===== src/hw/dpom_pkg.sv =====
// Purpose: shared constants for the dpll phase offset and measurement block
// Assumes: 32-bit apb, one register per aligned word, core clock 100 MHz
// Notes:   offsets are byte addresses; readout bytes sit in the low bits
`default_nettype none
package dpom_pkg;
   // register byte offsets
   localparam logic [7:0] ADDR_MASTER_CONFIG_TEN      = 8'h00;
   localparam logic [7:0] ADDR_FRAME_SYNC_CONFIG_THREE = 8'h04;
   localparam logic [7:0] ADDR_MAIN_LOOP_CONFIG_ONE   = 8'h08;
   localparam logic [7:0] ADDR_MASTER_CONFIG_FOUR     = 8'h0C;
   localparam logic [7:0] ADDR_MASTER_CONFIG_ELEVEN   = 8'h10;
   localparam logic [7:0] ADDR_PHASE_OFFSET           = 8'h14;
   localparam logic [7:0] ADDR_BUILDOUT_SKEW          = 8'h18;
   localparam logic [7:0] ADDR_MASTER_CLOCK_TRIM      = 8'h1C;
   localparam logic [7:0] ADDR_STATUS                 = 8'h20;
   localparam logic [7:0] ADDR_FREQ1                  = 8'h24;
   localparam logic [7:0] ADDR_FREQ2                  = 8'h28;
   localparam logic [7:0] ADDR_FREQ3                  = 8'h2C;
   localparam logic [7:0] ADDR_PHASE1                 = 8'h30;
   localparam logic [7:0] ADDR_PHASE2                 = 8'h34;

   // field positions
   localparam int BIT_BUILDOUT_ENABLE  = 0;
   localparam int BIT_RECALIBRATE_TRIGGER_TRIGGER    = 0;
   localparam int BIT_CROSS_MEASURE    = 0;
   localparam int BIT_MEAS_SOURCE      = 0;
   localparam int BIT_STATUS_RECALIBRATE_TRIGGER     = 0;
   localparam int BIT_STATUS_HOLDOVER  = 1;
   localparam int AUX_SEL_W            = 4;

   // reset values
   localparam logic [16:0] RST_PHASE_OFFSET  = 17'h00000;
   localparam logic [7:0]  RST_BUILDOUT_SKEW = 8'h00;
   localparam logic [15:0] RST_CLOCK_TRIM    = 16'h0000;
   localparam logic [3:0]  RST_AUX_SEL       = 4'h0;

   // manual phase offset: span and step in picoseconds
   localparam int OFFSET_SPAN_PS = 200000;
   localparam int OFFSET_STEP_PS = 6;
   localparam logic signed [17:0] OFFSET_MAX = 18'(OFFSET_SPAN_PS / OFFSET_STEP_PS);
   localparam logic signed [17:0] RAMP_STEP  = 18'h00010;

   // frequency readout: +-80 ppm at 0.0003068 ppm per count (units of 1e-7 ppm)
   localparam int FREQ_RANGE_E7 = 800000000;
   localparam int FREQ_STEP_E7  = 3068;
   localparam logic signed [23:0] FREQ_MAX = 24'(FREQ_RANGE_E7 / FREQ_STEP_E7);

   // phase averaging: one-pole filter, coefficient 2^-shift per pd sample
   localparam int PHASE_AVG_SHIFT = 4;

   // dpll operating states reported by the loop core
   localparam logic [1:0] ST_FREERUN  = 2'h0;
   localparam logic [1:0] ST_HOLDOVER = 2'h1;
   localparam logic [1:0] ST_LOCKING  = 2'h2;
   localparam logic [1:0] ST_LOCKED   = 2'h3;

   // input locking modes
   localparam logic [1:0] MODE_DIRECT = 2'h0;
   localparam logic [1:0] MODE_EIGHT_KHZ_LOCK_MODE = 2'h1;
   localparam logic [1:0] MODE_DIVIDE_BY_N_MODE   = 2'h2;
endpackage : dpom_pkg
`default_nettype wire


===== src/hw/dpom_top.sv =====
// Purpose: phase build-out skew, manual phase offset, recalibration and
//          frequency/phase readout for the main and auxiliary dplls
// Assumes: loop core runs on core_clk, so its signals need no synchroniser
// Notes:   registers over apb; readouts snapshot on their first byte read
//
// Local design decisions: the APB interface to the registers and the register addresses.
`default_nettype none

module dpom_top (
   input  wire logic               core_clk,
   input  wire logic               rst,
   input  wire logic               ce,
   // apb slave
   input  wire logic               psel,
   input  wire logic               penable,
   input  wire logic               pwrite,
   input  wire logic [7:0]         paddr,
   input  wire logic [31:0]        pwdata,
   output logic                    pready,
   output logic [31:0]             prdata,
   output logic                    pslverr,
   // loop core status and measurements
   input  wire logic [1:0]         main_dpll_state,
   input  wire logic               buildout_event,
   input  wire logic signed [17:0] buildout_phase,
   input  wire logic signed [23:0] main_integral,
   input  wire logic signed [23:0] aux_integral,
   input  wire logic               pd_sample,
   input  wire logic signed [15:0] main_pd_diff,
   input  wire logic signed [15:0] aux_pd_diff,
   input  wire logic [1:0]         main_ref_mode,
   input  wire logic               main_divide_by_n_mode_is_8k,
   input  wire logic [1:0]         aux_ref_mode,
   input  wire logic               aux_divide_by_n_mode_is_8k,
   // controls to the loop core
   output logic signed [16:0]      feedback_phase_offset,
   output logic                    mini_holdover,
   output logic                    divider_reset,
   output logic [3:0]              aux_forced_input,
   output logic                    aux_lock_disable,
   output logic                    aux_pd_main_copy,
   output logic [1:0]              main_copy_mode,
   output logic signed [15:0]      reference_trim
);

   typedef enum logic [2:0] {
      RC_IDLE, RC_HOLD, RC_DOWN, RC_DIVRST, RC_UP, RC_EXIT
   } dpom_recalibrate_trigger_t;

   logic                    buildout_enable_reg;
   logic                    recalibrate_trigger_req_reg;
   logic                    cross_measure_enable_reg;
   logic                    measurement_source_select_reg;
   logic [3:0]              aux_forced_input_select_reg;
   logic signed [16:0]      phase_offset_reg;
   logic signed [7:0]       buildout_event_skew_reg;
   logic signed [15:0]      master_clock_trim_reg;
   logic signed [16:0]      buildout_accum_reg;
   logic signed [16:0]      applied_reg;
   logic signed [16:0]      target_next;
   dpom_recalibrate_trigger_t             recalibrate_trigger_reg;
   logic [31:0]             prdata_reg;
   logic                    pslverr_reg;
   logic signed [23:0]      freq_snap_reg;
   logic signed [15:0]      phase_snap_reg;
   logic signed [23:0]      freq_live;
   logic signed [15:0]      phase_live;
   logic signed [15:0]      phase_avg [2];
   logic                    wr_en;
   logic                    rd_setup;
   logic signed [17:0]      wr_offset;
   logic signed [17:0]      bo_sum;
   logic signed [17:0]      ramp_diff;
   logic signed [24:0]      freq_corr;
   logic                    ramp_allowed;

   // apb: data captured at setup, so every access completes in one wait-free cycle
   assign pready   = 1'b1;
   assign prdata   = prdata_reg;
   assign pslverr  = pslverr_reg;
   assign wr_en    = ce & psel & penable & pwrite;
   assign rd_setup = ce & psel & ~penable & ~pwrite;

   // written offsets saturate at the documented span
   assign wr_offset = (18'(signed'(pwdata[16:0])) > dpom_pkg::OFFSET_MAX) ?
                      dpom_pkg::OFFSET_MAX :
                      (18'(signed'(pwdata[16:0])) < -dpom_pkg::OFFSET_MAX) ?
                      -dpom_pkg::OFFSET_MAX : 18'(signed'(pwdata[16:0]));

   // software control registers
   always_ff @(posedge core_clk) begin
      if (rst) begin
         buildout_enable_reg           <= 1'b0;
         cross_measure_enable_reg      <= 1'b0;
         measurement_source_select_reg <= 1'b0;
         aux_forced_input_select_reg   <= dpom_pkg::RST_AUX_SEL;
         phase_offset_reg              <= dpom_pkg::RST_PHASE_OFFSET;
         buildout_event_skew_reg       <= dpom_pkg::RST_BUILDOUT_SKEW;
         master_clock_trim_reg         <= dpom_pkg::RST_CLOCK_TRIM;
      end else if (wr_en) begin
         case (paddr)
            dpom_pkg::ADDR_MASTER_CONFIG_TEN:
               buildout_enable_reg <= pwdata[dpom_pkg::BIT_BUILDOUT_ENABLE];
            dpom_pkg::ADDR_MAIN_LOOP_CONFIG_ONE:
               cross_measure_enable_reg <= pwdata[dpom_pkg::BIT_CROSS_MEASURE];
            dpom_pkg::ADDR_MASTER_CONFIG_ELEVEN:
               measurement_source_select_reg <= pwdata[dpom_pkg::BIT_MEAS_SOURCE];
            dpom_pkg::ADDR_MASTER_CONFIG_FOUR:
               aux_forced_input_select_reg <= pwdata[dpom_pkg::AUX_SEL_W-1:0];
            dpom_pkg::ADDR_PHASE_OFFSET:
               phase_offset_reg <= wr_offset[16:0];
            dpom_pkg::ADDR_BUILDOUT_SKEW:
               buildout_event_skew_reg <= pwdata[7:0];
            dpom_pkg::ADDR_MASTER_CLOCK_TRIM:
               master_clock_trim_reg <= pwdata[15:0];
            default: ;
         endcase
      end
   end

   // recalibrate request: a new set wins over the sequencer taking it
   always_ff @(posedge core_clk) begin
      if (rst) begin
         recalibrate_trigger_req_reg <= 1'b0;
      end else if (ce) begin
         if (wr_en && paddr == dpom_pkg::ADDR_FRAME_SYNC_CONFIG_THREE &&
             pwdata[dpom_pkg::BIT_RECALIBRATE_TRIGGER_TRIGGER]) begin
            recalibrate_trigger_req_reg <= 1'b1;
         end else if (recalibrate_trigger_reg == RC_IDLE) begin
            recalibrate_trigger_req_reg <= 1'b0;
         end
      end
   end

   // build-out phase plus the fixed per-event skew, saturated to the offset span
   assign bo_sum = buildout_phase + 18'(buildout_event_skew_reg);

   always_ff @(posedge core_clk) begin
      if (rst) begin
         buildout_accum_reg <= '0;
      end else if (ce) begin
         if (!buildout_enable_reg) begin
            buildout_accum_reg <= '0;
         end else if (buildout_event) begin
            if (bo_sum > dpom_pkg::OFFSET_MAX) begin
               buildout_accum_reg <= dpom_pkg::OFFSET_MAX[16:0];
            end else if (bo_sum < -dpom_pkg::OFFSET_MAX) begin
               buildout_accum_reg <= 17'(-dpom_pkg::OFFSET_MAX);
            end else begin
               buildout_accum_reg <= bo_sum[16:0];
            end
         end
      end
   end

   // target of the feedback offset ramp
   always_comb begin
      target_next = phase_offset_reg;
      case (recalibrate_trigger_reg)
         RC_HOLD, RC_DOWN, RC_DIVRST: target_next = '0;
         RC_UP, RC_EXIT:              target_next = phase_offset_reg;
         default: begin
            if (buildout_enable_reg) begin
               target_next = buildout_accum_reg;
            end else begin
               target_next = phase_offset_reg;
            end
         end
      endcase
   end

   // outside free-run and holdover only; the sequencer may ramp in its own holdover
   assign ramp_allowed = (main_dpll_state == dpom_pkg::ST_LOCKING) ||
                         (main_dpll_state == dpom_pkg::ST_LOCKED) ||
                         (recalibrate_trigger_reg != RC_IDLE);
   assign ramp_diff    = 18'(target_next) - 18'(applied_reg);

   // stepped ramp keeps the loop from seeing a phase jump
   always_ff @(posedge core_clk) begin
      if (rst) begin
         applied_reg <= '0;
      end else if (ce && ramp_allowed) begin
         if (ramp_diff > dpom_pkg::RAMP_STEP) begin
            applied_reg <= 17'(18'(applied_reg) + dpom_pkg::RAMP_STEP);
         end else if (ramp_diff < -dpom_pkg::RAMP_STEP) begin
            applied_reg <= 17'(18'(applied_reg) - dpom_pkg::RAMP_STEP);
         end else begin
            applied_reg <= target_next;
         end
      end
   end

   // offset goes to the feedback synthesizer; the loop filter sets output slew
   assign feedback_phase_offset = applied_reg;

   // recalibration sequencer
   always_ff @(posedge core_clk) begin
      if (rst) begin
         recalibrate_trigger_reg <= RC_IDLE;
      end else if (ce) begin
         case (recalibrate_trigger_reg)
            RC_IDLE:   if (recalibrate_trigger_req_reg) recalibrate_trigger_reg <= RC_HOLD;
            RC_HOLD:   recalibrate_trigger_reg <= RC_DOWN;
            RC_DOWN:   if (applied_reg == '0) recalibrate_trigger_reg <= RC_DIVRST;
            RC_DIVRST: recalibrate_trigger_reg <= RC_UP;
            RC_UP:     if (applied_reg == phase_offset_reg) recalibrate_trigger_reg <= RC_EXIT;
            RC_EXIT:   recalibrate_trigger_reg <= RC_IDLE;
            default:   recalibrate_trigger_reg <= RC_IDLE;
         endcase
      end
   end

   // sequencer outputs, registered so the core sees clean levels
   always_ff @(posedge core_clk) begin
      if (rst) begin
         mini_holdover <= 1'b0;
         divider_reset <= 1'b0;
      end else if (ce) begin
         mini_holdover <= (recalibrate_trigger_reg == RC_HOLD) || (recalibrate_trigger_reg == RC_DOWN) ||
                          (recalibrate_trigger_reg == RC_DIVRST) || (recalibrate_trigger_reg == RC_UP);
         divider_reset <= (recalibrate_trigger_reg == RC_DIVRST);
      end
   end

   // cross-measure routing for the auxiliary phase detector
   always_ff @(posedge core_clk) begin
      if (rst) begin
         aux_forced_input <= dpom_pkg::RST_AUX_SEL;
         aux_lock_disable <= 1'b0;
         aux_pd_main_copy <= 1'b0;
         main_copy_mode   <= dpom_pkg::MODE_DIRECT;
         reference_trim   <= dpom_pkg::RST_CLOCK_TRIM;
      end else if (ce) begin
         aux_forced_input <= aux_forced_input_select_reg;
         aux_lock_disable <= cross_measure_enable_reg;
         aux_pd_main_copy <= cross_measure_enable_reg;
         reference_trim   <= master_clock_trim_reg;
         // copy is divided only when the auxiliary path itself runs at 8 kHz
         if (aux_ref_mode == dpom_pkg::MODE_EIGHT_KHZ_LOCK_MODE ||
             (aux_ref_mode == dpom_pkg::MODE_DIVIDE_BY_N_MODE && aux_divide_by_n_mode_is_8k)) begin
            if (main_ref_mode == dpom_pkg::MODE_DIRECT ||
                main_ref_mode == dpom_pkg::MODE_EIGHT_KHZ_LOCK_MODE) begin
               main_copy_mode <= dpom_pkg::MODE_EIGHT_KHZ_LOCK_MODE;
            end else if (main_ref_mode == dpom_pkg::MODE_DIVIDE_BY_N_MODE && main_divide_by_n_mode_is_8k) begin
               main_copy_mode <= dpom_pkg::MODE_DIVIDE_BY_N_MODE;
            end else begin
               main_copy_mode <= dpom_pkg::MODE_DIRECT;
            end
         end else begin
            // undivided: software keeps both references the same rate
            main_copy_mode <= dpom_pkg::MODE_DIRECT;
         end
      end
   end

   // phase detector averaging, one filter per dpll so switching source needs no settle
   for (genvar g = 0; g < 2; g++) begin : g_phase_avg
      logic signed [15:0] pd_in;
      logic signed [19:0] acc_reg;
      logic signed [20:0] err;
      assign pd_in = (g == 0) ? main_pd_diff : aux_pd_diff;
      // concatenation is unsigned, so the sign is restored before widening
      assign err   = 21'(signed'({pd_in, 4'h0})) - 21'(acc_reg);
      always_ff @(posedge core_clk) begin
         if (rst) begin
            acc_reg <= '0;
         end else if (ce && pd_sample) begin
            acc_reg <= 20'(21'(acc_reg) + (err >>> dpom_pkg::PHASE_AVG_SHIFT));
         end
      end
      assign phase_avg[g] = acc_reg[19:4];
   end

   assign phase_live = measurement_source_select_reg ? phase_avg[1] : phase_avg[0];

   // integral path value corrected by the master clock trim, clamped to range
   assign freq_corr = (measurement_source_select_reg ? 25'(aux_integral) :
                       25'(main_integral)) - 25'(master_clock_trim_reg);
   assign freq_live = (freq_corr > 25'(dpom_pkg::FREQ_MAX)) ? dpom_pkg::FREQ_MAX :
                      (freq_corr < -25'(dpom_pkg::FREQ_MAX)) ? -dpom_pkg::FREQ_MAX :
                      freq_corr[23:0];

   // readout snapshots taken on the first byte so later bytes match it
   always_ff @(posedge core_clk) begin
      if (rst) begin
         freq_snap_reg  <= '0;
         phase_snap_reg <= '0;
      end else if (rd_setup) begin
         if (paddr == dpom_pkg::ADDR_FREQ1) begin
            freq_snap_reg <= freq_live;
         end
         if (paddr == dpom_pkg::ADDR_PHASE1) begin
            phase_snap_reg <= phase_live;
         end
      end
   end

   // read data and error captured in the setup cycle
   always_ff @(posedge core_clk) begin
      if (rst) begin
         prdata_reg  <= 32'h00000000;
         pslverr_reg <= 1'b0;
      end else if (ce && psel && !penable) begin
         prdata_reg  <= 32'h00000000;
         pslverr_reg <= 1'b0;
         case (paddr)
            dpom_pkg::ADDR_MASTER_CONFIG_TEN:
               prdata_reg[dpom_pkg::BIT_BUILDOUT_ENABLE] <= buildout_enable_reg;
            dpom_pkg::ADDR_FRAME_SYNC_CONFIG_THREE:
               prdata_reg[dpom_pkg::BIT_RECALIBRATE_TRIGGER_TRIGGER] <= recalibrate_trigger_req_reg;
            dpom_pkg::ADDR_MAIN_LOOP_CONFIG_ONE:
               prdata_reg[dpom_pkg::BIT_CROSS_MEASURE] <= cross_measure_enable_reg;
            dpom_pkg::ADDR_MASTER_CONFIG_FOUR:
               prdata_reg[dpom_pkg::AUX_SEL_W-1:0] <= aux_forced_input_select_reg;
            dpom_pkg::ADDR_MASTER_CONFIG_ELEVEN:
               prdata_reg[dpom_pkg::BIT_MEAS_SOURCE] <= measurement_source_select_reg;
            dpom_pkg::ADDR_PHASE_OFFSET:
               prdata_reg <= 32'(phase_offset_reg);
            dpom_pkg::ADDR_BUILDOUT_SKEW:
               prdata_reg[7:0] <= buildout_event_skew_reg;
            dpom_pkg::ADDR_MASTER_CLOCK_TRIM:
               prdata_reg[15:0] <= master_clock_trim_reg;
            dpom_pkg::ADDR_STATUS: begin
               prdata_reg[dpom_pkg::BIT_STATUS_RECALIBRATE_TRIGGER]    <= (recalibrate_trigger_reg != RC_IDLE);
               prdata_reg[dpom_pkg::BIT_STATUS_HOLDOVER] <= mini_holdover;
            end
            dpom_pkg::ADDR_FREQ1:  prdata_reg[7:0] <= freq_live[7:0];
            dpom_pkg::ADDR_FREQ2:  prdata_reg[7:0] <= freq_snap_reg[15:8];
            dpom_pkg::ADDR_FREQ3:  prdata_reg[7:0] <= freq_snap_reg[23:16];
            dpom_pkg::ADDR_PHASE1: prdata_reg[7:0] <= phase_live[7:0];
            dpom_pkg::ADDR_PHASE2: prdata_reg[7:0] <= phase_snap_reg[15:8];
            default:               pslverr_reg <= 1'b1;
         endcase
      end
   end

endmodule : dpom_top
`default_nettype wire


===== config.mk =====
export PLATFORM = sky130hd
export DESIGN_NAME = dpom_top
export DESIGN_NICKNAME = d
export VERILOG_FILES = /design/src/hw/dpom_pkg.sv /design/src/hw/dpom_top.sv
export SDC_FILE = /design/constraint.sdc
export NUM_CORES = 1
export LEC_CHECK = 0
export BUFFER_PORTS_ARGS = -buffer_cell sky130_fd_sc_hd__buf_4
export CAP_MARGIN = 30
export CORE_UTILIZATION = 40
export DETAILED_ROUTE_END_ITERATION = 16
export HOLD_SLACK_MARGIN = 0.06
export PLACE_DENSITY = 0.66
export SLEW_MARGIN = 25
export SYNTH_ARGS = -nofsm -noshare
export SYNTH_HDL_FRONTEND = slang
export SYNTH_SLANG_ARGS = --single-unit

===== constraint.sdc =====
create_clock -name core_clk -period 6.4 [get_ports core_clk]
set_input_delay 0.32 -clock core_clk [delete_from_list [all_inputs] [get_ports core_clk]]
set_output_delay 0.32 -clock core_clk [all_outputs]
set_load 0.005 [all_outputs]

==> results_dict.tcl, run 1 <==
set metrics [dict create \
    hpwlAfterDp_um 39400 \
    worstPathRequired_ps 6680 \
    cp-start-kind "flop" \
    post-route-period-util 0.784 \
    antenna_found_initial 5 \
    vdd_drop_max_v 0.000175 \
    finalWorstPathRequiredPeriod_ps 5010 \
    gp_congestion 0.958 \
    syn_area_um2 16100 \
    die_h_um 203 \
    outcome "finished, final reports clean" \
    drt-wirelength-per-cell_um 18.1 \
    hold_start "pwdata[15]" \
    path_clk_slew_ps 70 \
    core_um2 39700 \
    hold_end "master_clock_trim_reg[15]" \
    leakagePower_nw 7.76 \
    ant_nets 0 \
    drive_gt1_frac 0.148 \
    synthDistinctLibCells 99 \
    grt_pass1_wl_um 79200 \
    numCtsBuffers 17 \
    rsz0062_at_grt "false" \
    drt-total-wl_um 50500 \
    grtUsageTotal 0.239 \
    overflow 0 \
    finalSetupViolations 0 \
    finish.instance_area_um2 18600 \
    crit_path_max_fanout 28 \
    vias 16110 \
    drtIter0Drc 1280 \
    worstReg2RegStart "measurement_source_select_reg" \
    vias_per_cell 5.77 \
    synth_edf_count 0 \
    timing.setup.tns_ps 0 \
    areaGrowthSynthToFinish_pct 15.8 \
    dpl_cell_area_um2 18000 \
    drv_slew 0 \
    place_ws_ps 1560 \
    startpoint "measurement_source_select_reg" \
    worstSetupEndpointType "flop" \
    syn_inst 2113 \
    syn_area_per_cell_um2 7.62 \
    largest_reg_flops 40 \
    io_pins 231 \
    cap_violations 0 \
    reg2reg_slack_ps 1390 \
    cts-root-buf "clkbuf_16" \
    whs_ps 169 \
    cts_setup_buffers 0 \
    synth_fp_nets 2404 \
    worstSetupPathType "flop to flop" \
    portBuffers 213 \
    postSynth.asyncResetShare 0 \
    nets 2545 \
    finalPower_mw 4.97 \
    ys_seq_area_frac 0.240 \
    grt_pass1_vias 14823 \
    holdCritPathClass "input port to flop" \
    first_pass_iters 6 \
    powerDensity_nw_per_um2 266 \
    r2r.worst_path.cells 13 \
    start_util 0.405 \
    cts_tree "yes" \
    ys_ff_latch 193 \
    finalHoldViolations 0 \
    die_area_um2 41000 \
    synth_warnings 0 \
    cts_hold_buf 0 \
    row_count 73 \
    slew_headroom 0.333 \
    drc 0 \
    min_path_cells 3 \
    cts.sinks 193 \
    clock_latency_ps 440 \
    cts_buffer_depth 2 \
    cts-resized-gates 0 \
    ys.flop_type "dfxtp_1" \
    timing.fmax_ghz 0.199 \
    worst_clock_skew_ps 12.4 \
    die_x_um 203 \
    layout_setup_ws_ps 1390 \
    h-tree-depth 4 \
    rr_endpoint "prdata[0]" \
    tightest_slew_ps 997 \
    arrival_ps 5300 \
    grt_start_max_net_pins 85 \
]
-- worst max path at each step --
| stage | slack, ps | depth (start not counted) | to |
|---|---|---|---|
| 3_3_place_gp | 1620 | 13 | prdata[0] |
| 5_1_grt | 1090 | 18 | feedback_phase_offset[6] |
| 6_report | 1390 | 13 | prdata[0] |
| 3_5_place_dp | 1560 | 13 | prdata[0] |
| 4_1_cts | 1530 | 13 | prdata[0] |
| 2_1_floorplan | 1600 | 20 | feedback_phase_offset[6] |
-- layer usage --
layer | up-vias | part of all wire | global-route usage
li1 | 7930 | - | -
met1 | 7567 | 0.44 | 0.319
met2 | 532 | 0.47 | 0.399
met3 | 73 | 0.063 | 0.0331
met4 | 8 | 0.025 | 0.0687
met5 | - | 0.0011 | 0
-- cell families (layout without fill, tap and decap cells) --
family | count (synthesis) | in the layout | synth area share
other | 1 | 3 | 0.000233
XOR/XNOR | 108 | 108 | 0.0592
AND/OR/NAND/NOR | 777 | 777 | 0.228
flip-flops | 193 | 193 | 0.240
adder cells (fa/ha/maj) | 137 | 137 | 0.109
AO/OA/AOI/OAI | 591 | 591 | 0.250
buffers and inverters | 217 | 370 | 0.0561
multiplexers | 89 | 89 | 0.0571
-- power breakdown --
part | leakage (nW) | internal, mW | switching, mW
Sequential | 1.56 | 1.27 | 0.140
Clock | 0.301 | 0.633 | 0.498
Combinational | 5.90 | 1.05 | 1.37
Total | 7.76 | 2.95 | 2.01
-- synthesized netlist by cell type, types with 6 or more instances --
cell type | count | area (µm²)
buf_2 | 11 | 55.1
a31oi_1 | 17 | 106
mux2_2 | 23 | 259
xor2_1 | 40 | 350
o21a_1 | 46 | 345
clkbuf_1 | 74 | 278
a221oi_1 | 19 | 166
o211ai_1 | 24 | 180
a21oi_1 | 176 | 881
ha_1 | 132 | 1650
nand3_1 | 76 | 380
inv_1 | 106 | 398
o21bai_1 | 9 | 67.6
or3_1 | 29 | 181
buf_4 | 20 | 150
and2_1 | 17 | 106
xnor2_1 | 67 | 587
nand4_1 | 14 | 87.6
nor3_1 | 72 | 360
nor4_1 | 19 | 119
o21ai_1 | 19 | 95.1
nor2b_1 | 18 | 113
o2111ai_1 | 6 | 52.6
mux2i_1 | 66 | 661
and3_1 | 17 | 106
dfxtp_1 | 193 | 3860
or4_1 | 6 | 45.0
a21o_1 | 33 | 248
o31ai_1 | 17 | 128
nand2b_1 | 28 | 175
a211oi_1 | 33 | 248
o211a_1 | 6 | 60.1
a22oi_1 | 17 | 128
nand2_1 | 224 | 841
or2_2 | 13 | 81.3
o31a_1 | 7 | 61.3
o21ai_0 | 71 | 355
a211o_1 | 6 | 52.6
a311oi_1 | 7 | 61.3
nor2_1 | 218 | 818
-- cell usage in the layout (no fill, tap or decap), types with 7 or more instances in the layout --
master,synthesis,layout
a211oi_1,33,33
o31a_1,7,7
xnor2_1,67,67
nand2b_1,28,28
nor2b_1,18,18
a31oi_1,17,17
a21o_1,33,33
a221oi_1,19,19
a22oi_1,17,17
o21ai_1,19,19
nor4_1,19,19
or3_1,29,29
dfxtp_1,193,192
and3_1,17,17
clkbuf_16,0,17
inv_1,106,106
buf_4,20,231
mux2i_1,66,66
nand2_1,224,224
a21oi_1,176,176
o211ai_1,24,24
a311oi_1,7,7
nor3_1,72,69
nand3_1,76,76
mux2_2,23,23
nor2_1,218,218
o21bai_1,9,9
and2_1,17,17
o31ai_1,17,17
ha_1,132,132
xor2_1,40,40
o21a_1,46,46
or2_2,13,13
o21ai_0,71,70
nand4_1,14,14
-- critical path: stages, from the launching register on --
cell and delay [ps]:
dfxtp_2 780, mux2_2 410, ha_1 320, nor2b_4 150, o31a_1 340, o21a_1 250, a2111oi_0 810, o32ai_1 200
a2111oi_0 490, nand4bb_1 220, nand4_2 200, nand2b_1 280, a41oi_1 310, nor3_1 70
-- stage by stage --
step / instances / util
2_1_floorplan: 2113 / -
3_3_place_gp: 2759 / 0.453
3_5_place_dp: 2759 / 0.453
4_1_cts: 2790 / 0.469
5_1_grt: 2792 / 0.469
6_report: 2793 / 0.469
-- area by class of cell --
cell class                      instances  area [µm²]
Antenna cell                            2        5.00
Clock inverter                         13         174
Multi-Input combinational cell       1703       11400
Timing Repair Buffer                  232        1740
Tap cell                              525         657
Clock buffer                           18         439
Fill cell                            3949       21100
Inverter                              107         402
Sequential cell                       193        3860
(Power assumes the default switching activity.)
==> run 2, diff against run 1 <==
--- a/config.mk
+++ b/config.mk
@@ -5,6 +5,7 @@
 export SDC_FILE = /design/constraint.sdc
 export NUM_CORES = 1
 export LEC_CHECK = 0
+export ABC_AREA = 1
 export BUFFER_PORTS_ARGS = -buffer_cell sky130_fd_sc_hd__buf_4
 export CAP_MARGIN = 30
 export CORE_UTILIZATION = 40
==> constraint.sdc (replaced) <==
create_clock -name core_clk -period 4.7 [get_ports core_clk]
set_input_delay 0.235 -clock core_clk [delete_from_list [all_inputs] [get_ports core_clk]]
set_output_delay 0.235 -clock core_clk [all_outputs]
set_load 0.005 [all_outputs]
==> run 2 against run 1 <==
  * First-iteration DRC count is 30% higher
  * Non-clock buffer count is 4 lower
  * Clock skew is 5.3 ps higher
  * Die area is 5.4% higher
  * Clock-buffer cell count is 1 lower
  * Worst setup slack worse by 910 ps
==> results_dict.tcl, run 2 <==
set metrics [dict create \
    timing.fmax_ghz 0.237 \
    tightest_slew_ps 946 \
    leakagePower_nw 9.48 \
    drt-wirelength-per-cell_um 16.8 \
    startpoint "buildout_enable_reg" \
    rsz0062_at_grt "false" \
    grt_pass1_wl_um 90500 \
    portBuffers 213 \
    r2r.worst_path.cells 19 \
    post-route-util 0.467 \
    cts.sinks 193 \
    areaGrowthSynthToFinish_pct 15.2 \
    synth_warnings 0 \
    arrival_ps 4560 \
    drive_gt1_frac 0.110 \
    grtUsageTotal 0.262 \
    final_cell_mix "628 x nand2_1, 370 x inv_1, 317 x a21oi_1" \
    vdd_drop_max_v 0.000184 \
    h-tree-depth 4 \
    cts_buffer_depth 2 \
    first_pass_iters 6 \
    drtIter0Drc 1663 \
    synthTopCellsByArea "dfxtp_1 23%, nand2_1 14%, ha_1 9.7%, a21oi_1 9.3%, inv_1 8.2%" \
    largest_reg_flops 40 \
    drv_slew 0 \
    rr_endpoint "feedback_phase_offset[3]" \
    io_pins 231 \
    outcome "finished, final reports clean" \
    slew_headroom 0.369 \
    syn_area_per_cell_um2 6.28 \
    die_h_um 208 \
    post-route-period-util 0.899 \
    yosysTopAreaCell "dfxtp_1" \
    cts_setup_buffers 0 \
    nets 3144 \
    worstSetupEndpointType "flop" \
    hpwlAfterDp_um 46500 \
    synth_edf_count 0 \
    ys.flop_type "dfxtp_1" \
    worstPathRequired_ps 5040 \
    finalSetupViolations 0 \
    core_um2 41900 \
    cap_violations 0 \
    synthDistinctLibCells 61 \
    vias 18448 \
    path_clk_slew_ps 80 \
    reg2reg_slack_ps 470 \
    powerDensity_nw_per_um2 341 \
    start_util 0.406 \
    drc 0 \
    synthTopCellsByCount "629 x nand2_1, 372 x inv_1, 317 x a21oi_1, 233 x o21ai_0, 193 x dfxtp_1" \
    worstReg2RegStart "buildout_enable_reg" \
    holdCritPathClass "input port to flop" \
    synth_fp_nets 2994 \
    cts-root-buf "clkbuf_16" \
    ys_ff_latch 193 \
    cts_tree "yes" \
    cp-start-kind "flop" \
    syn_area_um2 17000 \
    overflow 0 \
    row_count 75 \
    synth_top_area_frac 0.228 \
    drt-total-wl_um 57300 \
    mostFrequentLayoutCell "nand2_1" \
    num-fill-cells 4378 \
    antenna_found_initial 0 \
    worst_clock_skew_ps 17.7 \
    syn_inst 2703 \
    die_area_um2 43300 \
    grt_start_max_net_pins 100 \
    timing.setup.tns_ps 0 \
    antenna_cells 0 \
    finalHoldViolations 0 \
    worstSetupPathType "flop to flop" \
    grt_pass1_vias 17359 \
    ys_seq_area_frac 0.228 \
    numCtsBuffers 17 \
    critPathCapture "feedback_phase_offset[3]" \
    synth_most_common_cell "nand2_1" \
    die_x_um 208 \
    gp_congestion 0.953 \
    crit_path_max_fanout 22 \
    clock_latency_ps 460 \
    vias_per_cell 5.42 \
    postSynth.asyncResetShare 0 \
    ant_nets 0 \
    finalWorstPathRequiredPeriod_ps 4230 \
]
run 2: stage by stage:
stage                     power, mW  setup WS (ps)  hold WS, ps  cell area, µm²  std cells
after floorplan                4.31           1250          370           17000       2703
after global placement         5.07            458          452           18900       3368
final                          6.67            473          114           19600       3405
after detailed placement       5.12            362          455           18900       3369
after CTS                      6.65            341         94.3           19500       3403
after global routing           7.19           40.4          110           19600       3405
run 2: cells by family after synthesis:
| logic type | synth area share |
|---|---|
| muxes | 0.000590 |
| xor gates and xnor gates | 0.0593 |
| other | 0.000221 |
| adders and majority gates | 0.103 |
| buffers and inverters | 0.111 |
| DFF | 0.228 |
| and+or+nand+nor | 0.273 |
| AOI/OAI and AO/OA | 0.225 |
run 2: where the power goes:
part / internal [mW] / leakage, nW / switching, mW
Combinational: 1.25 / 7.61 / 1.99
Sequential: 1.74 / 1.57 / 0.163
Clock: 0.770 / 0.297 / 0.761
Total: 3.76 / 9.48 / 2.91
run 2: layout make-up:
cell class                      instances  area, µm²  area share
Sequential cell                       193       3860       0.198
Timing Repair inverter                  1       7.51    0.000384
Inverter                              380       1430      0.0731
Tap cell                              539        674      0.0345
Clock buffer                           17        425      0.0218
Timing Repair Buffer                  228       1740      0.0888
Multi-Input combinational cell       2032      11200       0.574
Clock inverter                         15        186     0.00953
run 2: worst min-delay path by stage:
stage,startpoint,endpoint,slack (ps),depth (start not counted)
final,pwdata[3],buildout_event_skew_reg[3],110,3
after global routing,pwdata[2],aux_forced_input_select_reg[2],110,3
after CTS,pwdata[3],buildout_event_skew_reg[3],90,3
after detailed placement,freq_snap_reg[22],freq_snap_reg[22],460,2
after global placement,freq_snap_reg[20],freq_snap_reg[20],450,2
after floorplan,pwdata[2],aux_forced_input_select_reg[2],370,2
run 2: routing by layer:
layer	track usage	vias to the layer above	part of all wire
li1	-	9269	-
met2	0.437	660	0.46
met4	0.0891	0	0.031
met3	0.0337	89	0.069
met5	0	-	0
met1	0.347	8430	0.44
run 2: timing repair:
action / 4_1_cts / 5_1_grt
hold endpoints to repair: 2 / 0
resized for setup: 0 / 4
hold buffers: 2 / 0
setup endpoints to repair: 0 / 16
run 2: critical path: stages, from the launching register on:
cell        delay, ps
dfxtp_1           440
inv_1             160
nor2_2            320
clkinvlp_4        320
o21ai_0           260
a21oi_1           100
ha_1              350
a21oi_1           280
a21boi_0          270
nand2_1            90
nand2_1            80
nand4_1           120
nand2_2           190
nand2_1            80
nor2_1             80
nand3b_1          220
nand2_4           260
nand3_2           200
o21ai_0           230
a21oi_1            50
==> run 3, diff against run 2 <==
--- a/config.mk
+++ b/config.mk
@@ -8,10 +8,10 @@
 export ABC_AREA = 1
 export BUFFER_PORTS_ARGS = -buffer_cell sky130_fd_sc_hd__buf_4
 export CAP_MARGIN = 30
-export CORE_UTILIZATION = 40
+export CORE_UTILIZATION = 25
 export DETAILED_ROUTE_END_ITERATION = 16
 export HOLD_SLACK_MARGIN = 0.06
-export PLACE_DENSITY = 0.66
+export RECOVER_POWER = 25
 export SLEW_MARGIN = 25
 export SYNTH_ARGS = -nofsm -noshare
 export SYNTH_HDL_FRONTEND = slang
==> run 3 against run 2 <==
  * Sequential cell count stayed put
  * Cell area is 1.7% higher
  * Combinational power hardly changed
  * Wire length is 5.1% higher
  * The run now ends with max-capacitance violations, max-slew violations left
  * Register-to-register slack worse by 60 ps
  * Largest cell class unchanged
  * Clock power is 3% higher
  * Critical endpoint is now feedback_phase_offset[7]
  * Sequential share of layout area is 0.32 points lower
  * First-iteration DRC count is 11% lower
  * Via count is 2.1% lower
==> results_dict.tcl, run 3 (same netlist as run 2, synthesis figures left out) <==
set metrics [dict create \
    violations "max-capacitance violations, max-slew violations" \
    cp-start-kind "flop" \
    portBuffers 213 \
    ant_nets 0 \
    core_um2 67200 \
    die_h_um 263 \
    internal_power_mw 3.77 \
    nets 3150 \
    leakagePower_nw 9.35 \
    grt_pass1_wl_um 92800 \
    final_cell_mix "628 x nand2_1, 370 x inv_1, 317 x a21oi_1" \
    hpwlAfterDp_um 48900 \
    worstSetupEndpointType "flop" \
    cts-root-buf "clkbuf_16" \
    largest_reg_flops 40 \
    worstSetupPathType "flop to flop" \
    crit_chain "inv_1, nor2_2, clkinvlp_4, o21ai_0, a21oi_1, ha_1, a21oi_1, a21boi_0, nand2_1, nand2_1, nand4_1, nand2_2, inv_2, nand2_1, nor2_1, nand3_1, nand3_2, buf_4, o21ai_1, nor2_1, nor2_1, nor2_1" \
    grt_start_max_net_pins 86 \
    overflow 0 \
    antenna_found_initial 1 \
    cap_violations 1 \
    finalWorstPathRequiredPeriod_ps 4290 \
    holdCritPathClass "input port to flop" \
    clkPwrFrac 0.235 \
    drc 0 \
    slowest_stage "dfxtp_1" \
    drv_slew 50 \
    cts.sinks 193 \
    arrival_ps 4680 \
    max_stage_delay_ps 460 \
    powerDensity_nw_per_um2 337 \
    antenna_cells 0 \
    io_pins 231 \
    p_seq_frac 0.282 \
    drt-wirelength-per-cell_um 16.1 \
    tightest_slew_ps 2620 \
    vias 18066 \
    crit_top_cell "nor2_1" \
    combPwrFrac 0.483 \
    row_count 95 \
    worst_clock_skew_ps 16.2 \
    mostFrequentLayoutCell "nand2_1" \
    finalSetupViolations 0 \
    gp_congestion 0.934 \
    whs_ps 85.8 \
    slew_headroom -0.749 \
    critPathCapture "feedback_phase_offset[7]" \
    num-fill-cells 7518 \
    dp.cells 3707 \
    reg2reg_slack_ps 410 \
    outcome "complete, but fails checks" \
    numCtsBuffers 17 \
    worstReg2RegStart "buildout_enable_reg" \
    cts_setup_buffers 0 \
    drtIter0Drc 1472 \
    clock_latency_ps 490 \
    drt-total-wl_um 60200 \
    switchingPower_mw 2.93 \
    start_util 0.253 \
    grt_pass1_vias 16772 \
    first_pass_iters 7 \
    post-route-period-util 0.913 \
    rr_endpoint "feedback_phase_offset[7]" \
    h-tree-depth 4 \
    cts_tree "yes" \
    switching_share 0.437 \
    r2r.worst_path.cells 22 \
    timing.setup.tns_ps 0 \
    worstPathRequired_ps 5090 \
    startpoint "buildout_enable_reg" \
    path_clk_slew_ps 80 \
    fin_cells 3744 \
    timing.fmax_ghz 0.233 \
    rsz0062_at_grt "false" \
    grtUsageTotal 0.171 \
    die_x_um 263 \
    crit_path_max_fanout 20 \
    vias_per_cell 4.83 \
    die_area_um2 68900 \
    drive_gt1_frac 0.0996 \
    areaGrowthSynthToFinish_pct 17.1 \
    cts_buffer_depth 2 \
    vdd_drop_max_v 0.000193 \
    finalHoldViolations 0 \
]
-- run 3: power groups by stage --
stage                     registers, mW  logic [mW]  clock network (mW)
after floorplan                    1.86        2.45                   0
after global placement             1.93        3.22                   0
after detailed placement           1.93        3.22                   0
after CTS                          1.89        3.24                1.60
after global routing               1.91        3.66                1.66
final                              1.89        3.23                1.57
-- run 3: worst max-delay path, delay by kind of cell (launching register included) --
family,cells,cell delay (ps)
adders and majority gates,1,370
and+or+nand+nor,12,1560
buffers and inverters,4,820
AOI/OAI and AO/OA,5,960
DFF,1,460
-- run 3: timing repair --
action | in CTS | in global routing
gates resized for setup | 0 | 4
setup endpoints to repair | 0 | 17
endpoints found under the hold margin | 6 | 0
hold buffers | 4 | 0
-- run 3: worst min-delay path by stage --
stage                          start  slack (ps)                              to  depth (start not counted)
2_1_floorplan              pwdata[2]         370  aux_forced_input_select_reg[2]                          2
3_3_place_gp       freq_snap_reg[18]         450               freq_snap_reg[18]                          2
3_5_place_dp   buildout_accum_reg[1]         460           buildout_accum_reg[1]                          2
4_1_cts                   pwdata[12]          60       master_clock_trim_reg[12]                          3
5_1_grt                   pwdata[12]          80       master_clock_trim_reg[12]                          3
6_report                  pwdata[12]          90       master_clock_trim_reg[12]                          3
-- run 3: routing by layer --
metal / vias to the layer above / part of all wire / GRT usage
li1: 9304 / - / -
met1: 8205 / 0.47 / 0.234
met2: 494 / 0.45 / 0.278
met3: 61 / 0.063 / 0.0267
met4: 2 / 0.019 / 0.0477
met5: - / 0.00022 / 0
-- run 3: area by class of cell --
type                            instances  area (µm²)  share of cell area
Clock buffer                           17         425              0.0214
Clock inverter                         14         174             0.00875
Inverter                              380        1430              0.0719
Multi-Input combinational cell       2032       11200               0.565
Sequential cell                       193        3860               0.194
Tap cell                              873        1090              0.0549
Timing Repair Buffer                  234        1660              0.0834
Timing Repair inverter                  1        7.51            0.000378
-- run 3: through the flow --
step                      cell area, µm²  total power [mW]  worst slack, ps   util
final                              19900              6.70              409  0.296
after global routing               19900              7.22             29.0  0.296
after CTS                          20000              6.74              312  0.297
after detailed placement           19300              5.15              322  0.288
after global placement             19300              5.15              346  0.288
after floorplan                    17000              4.31             1250      -
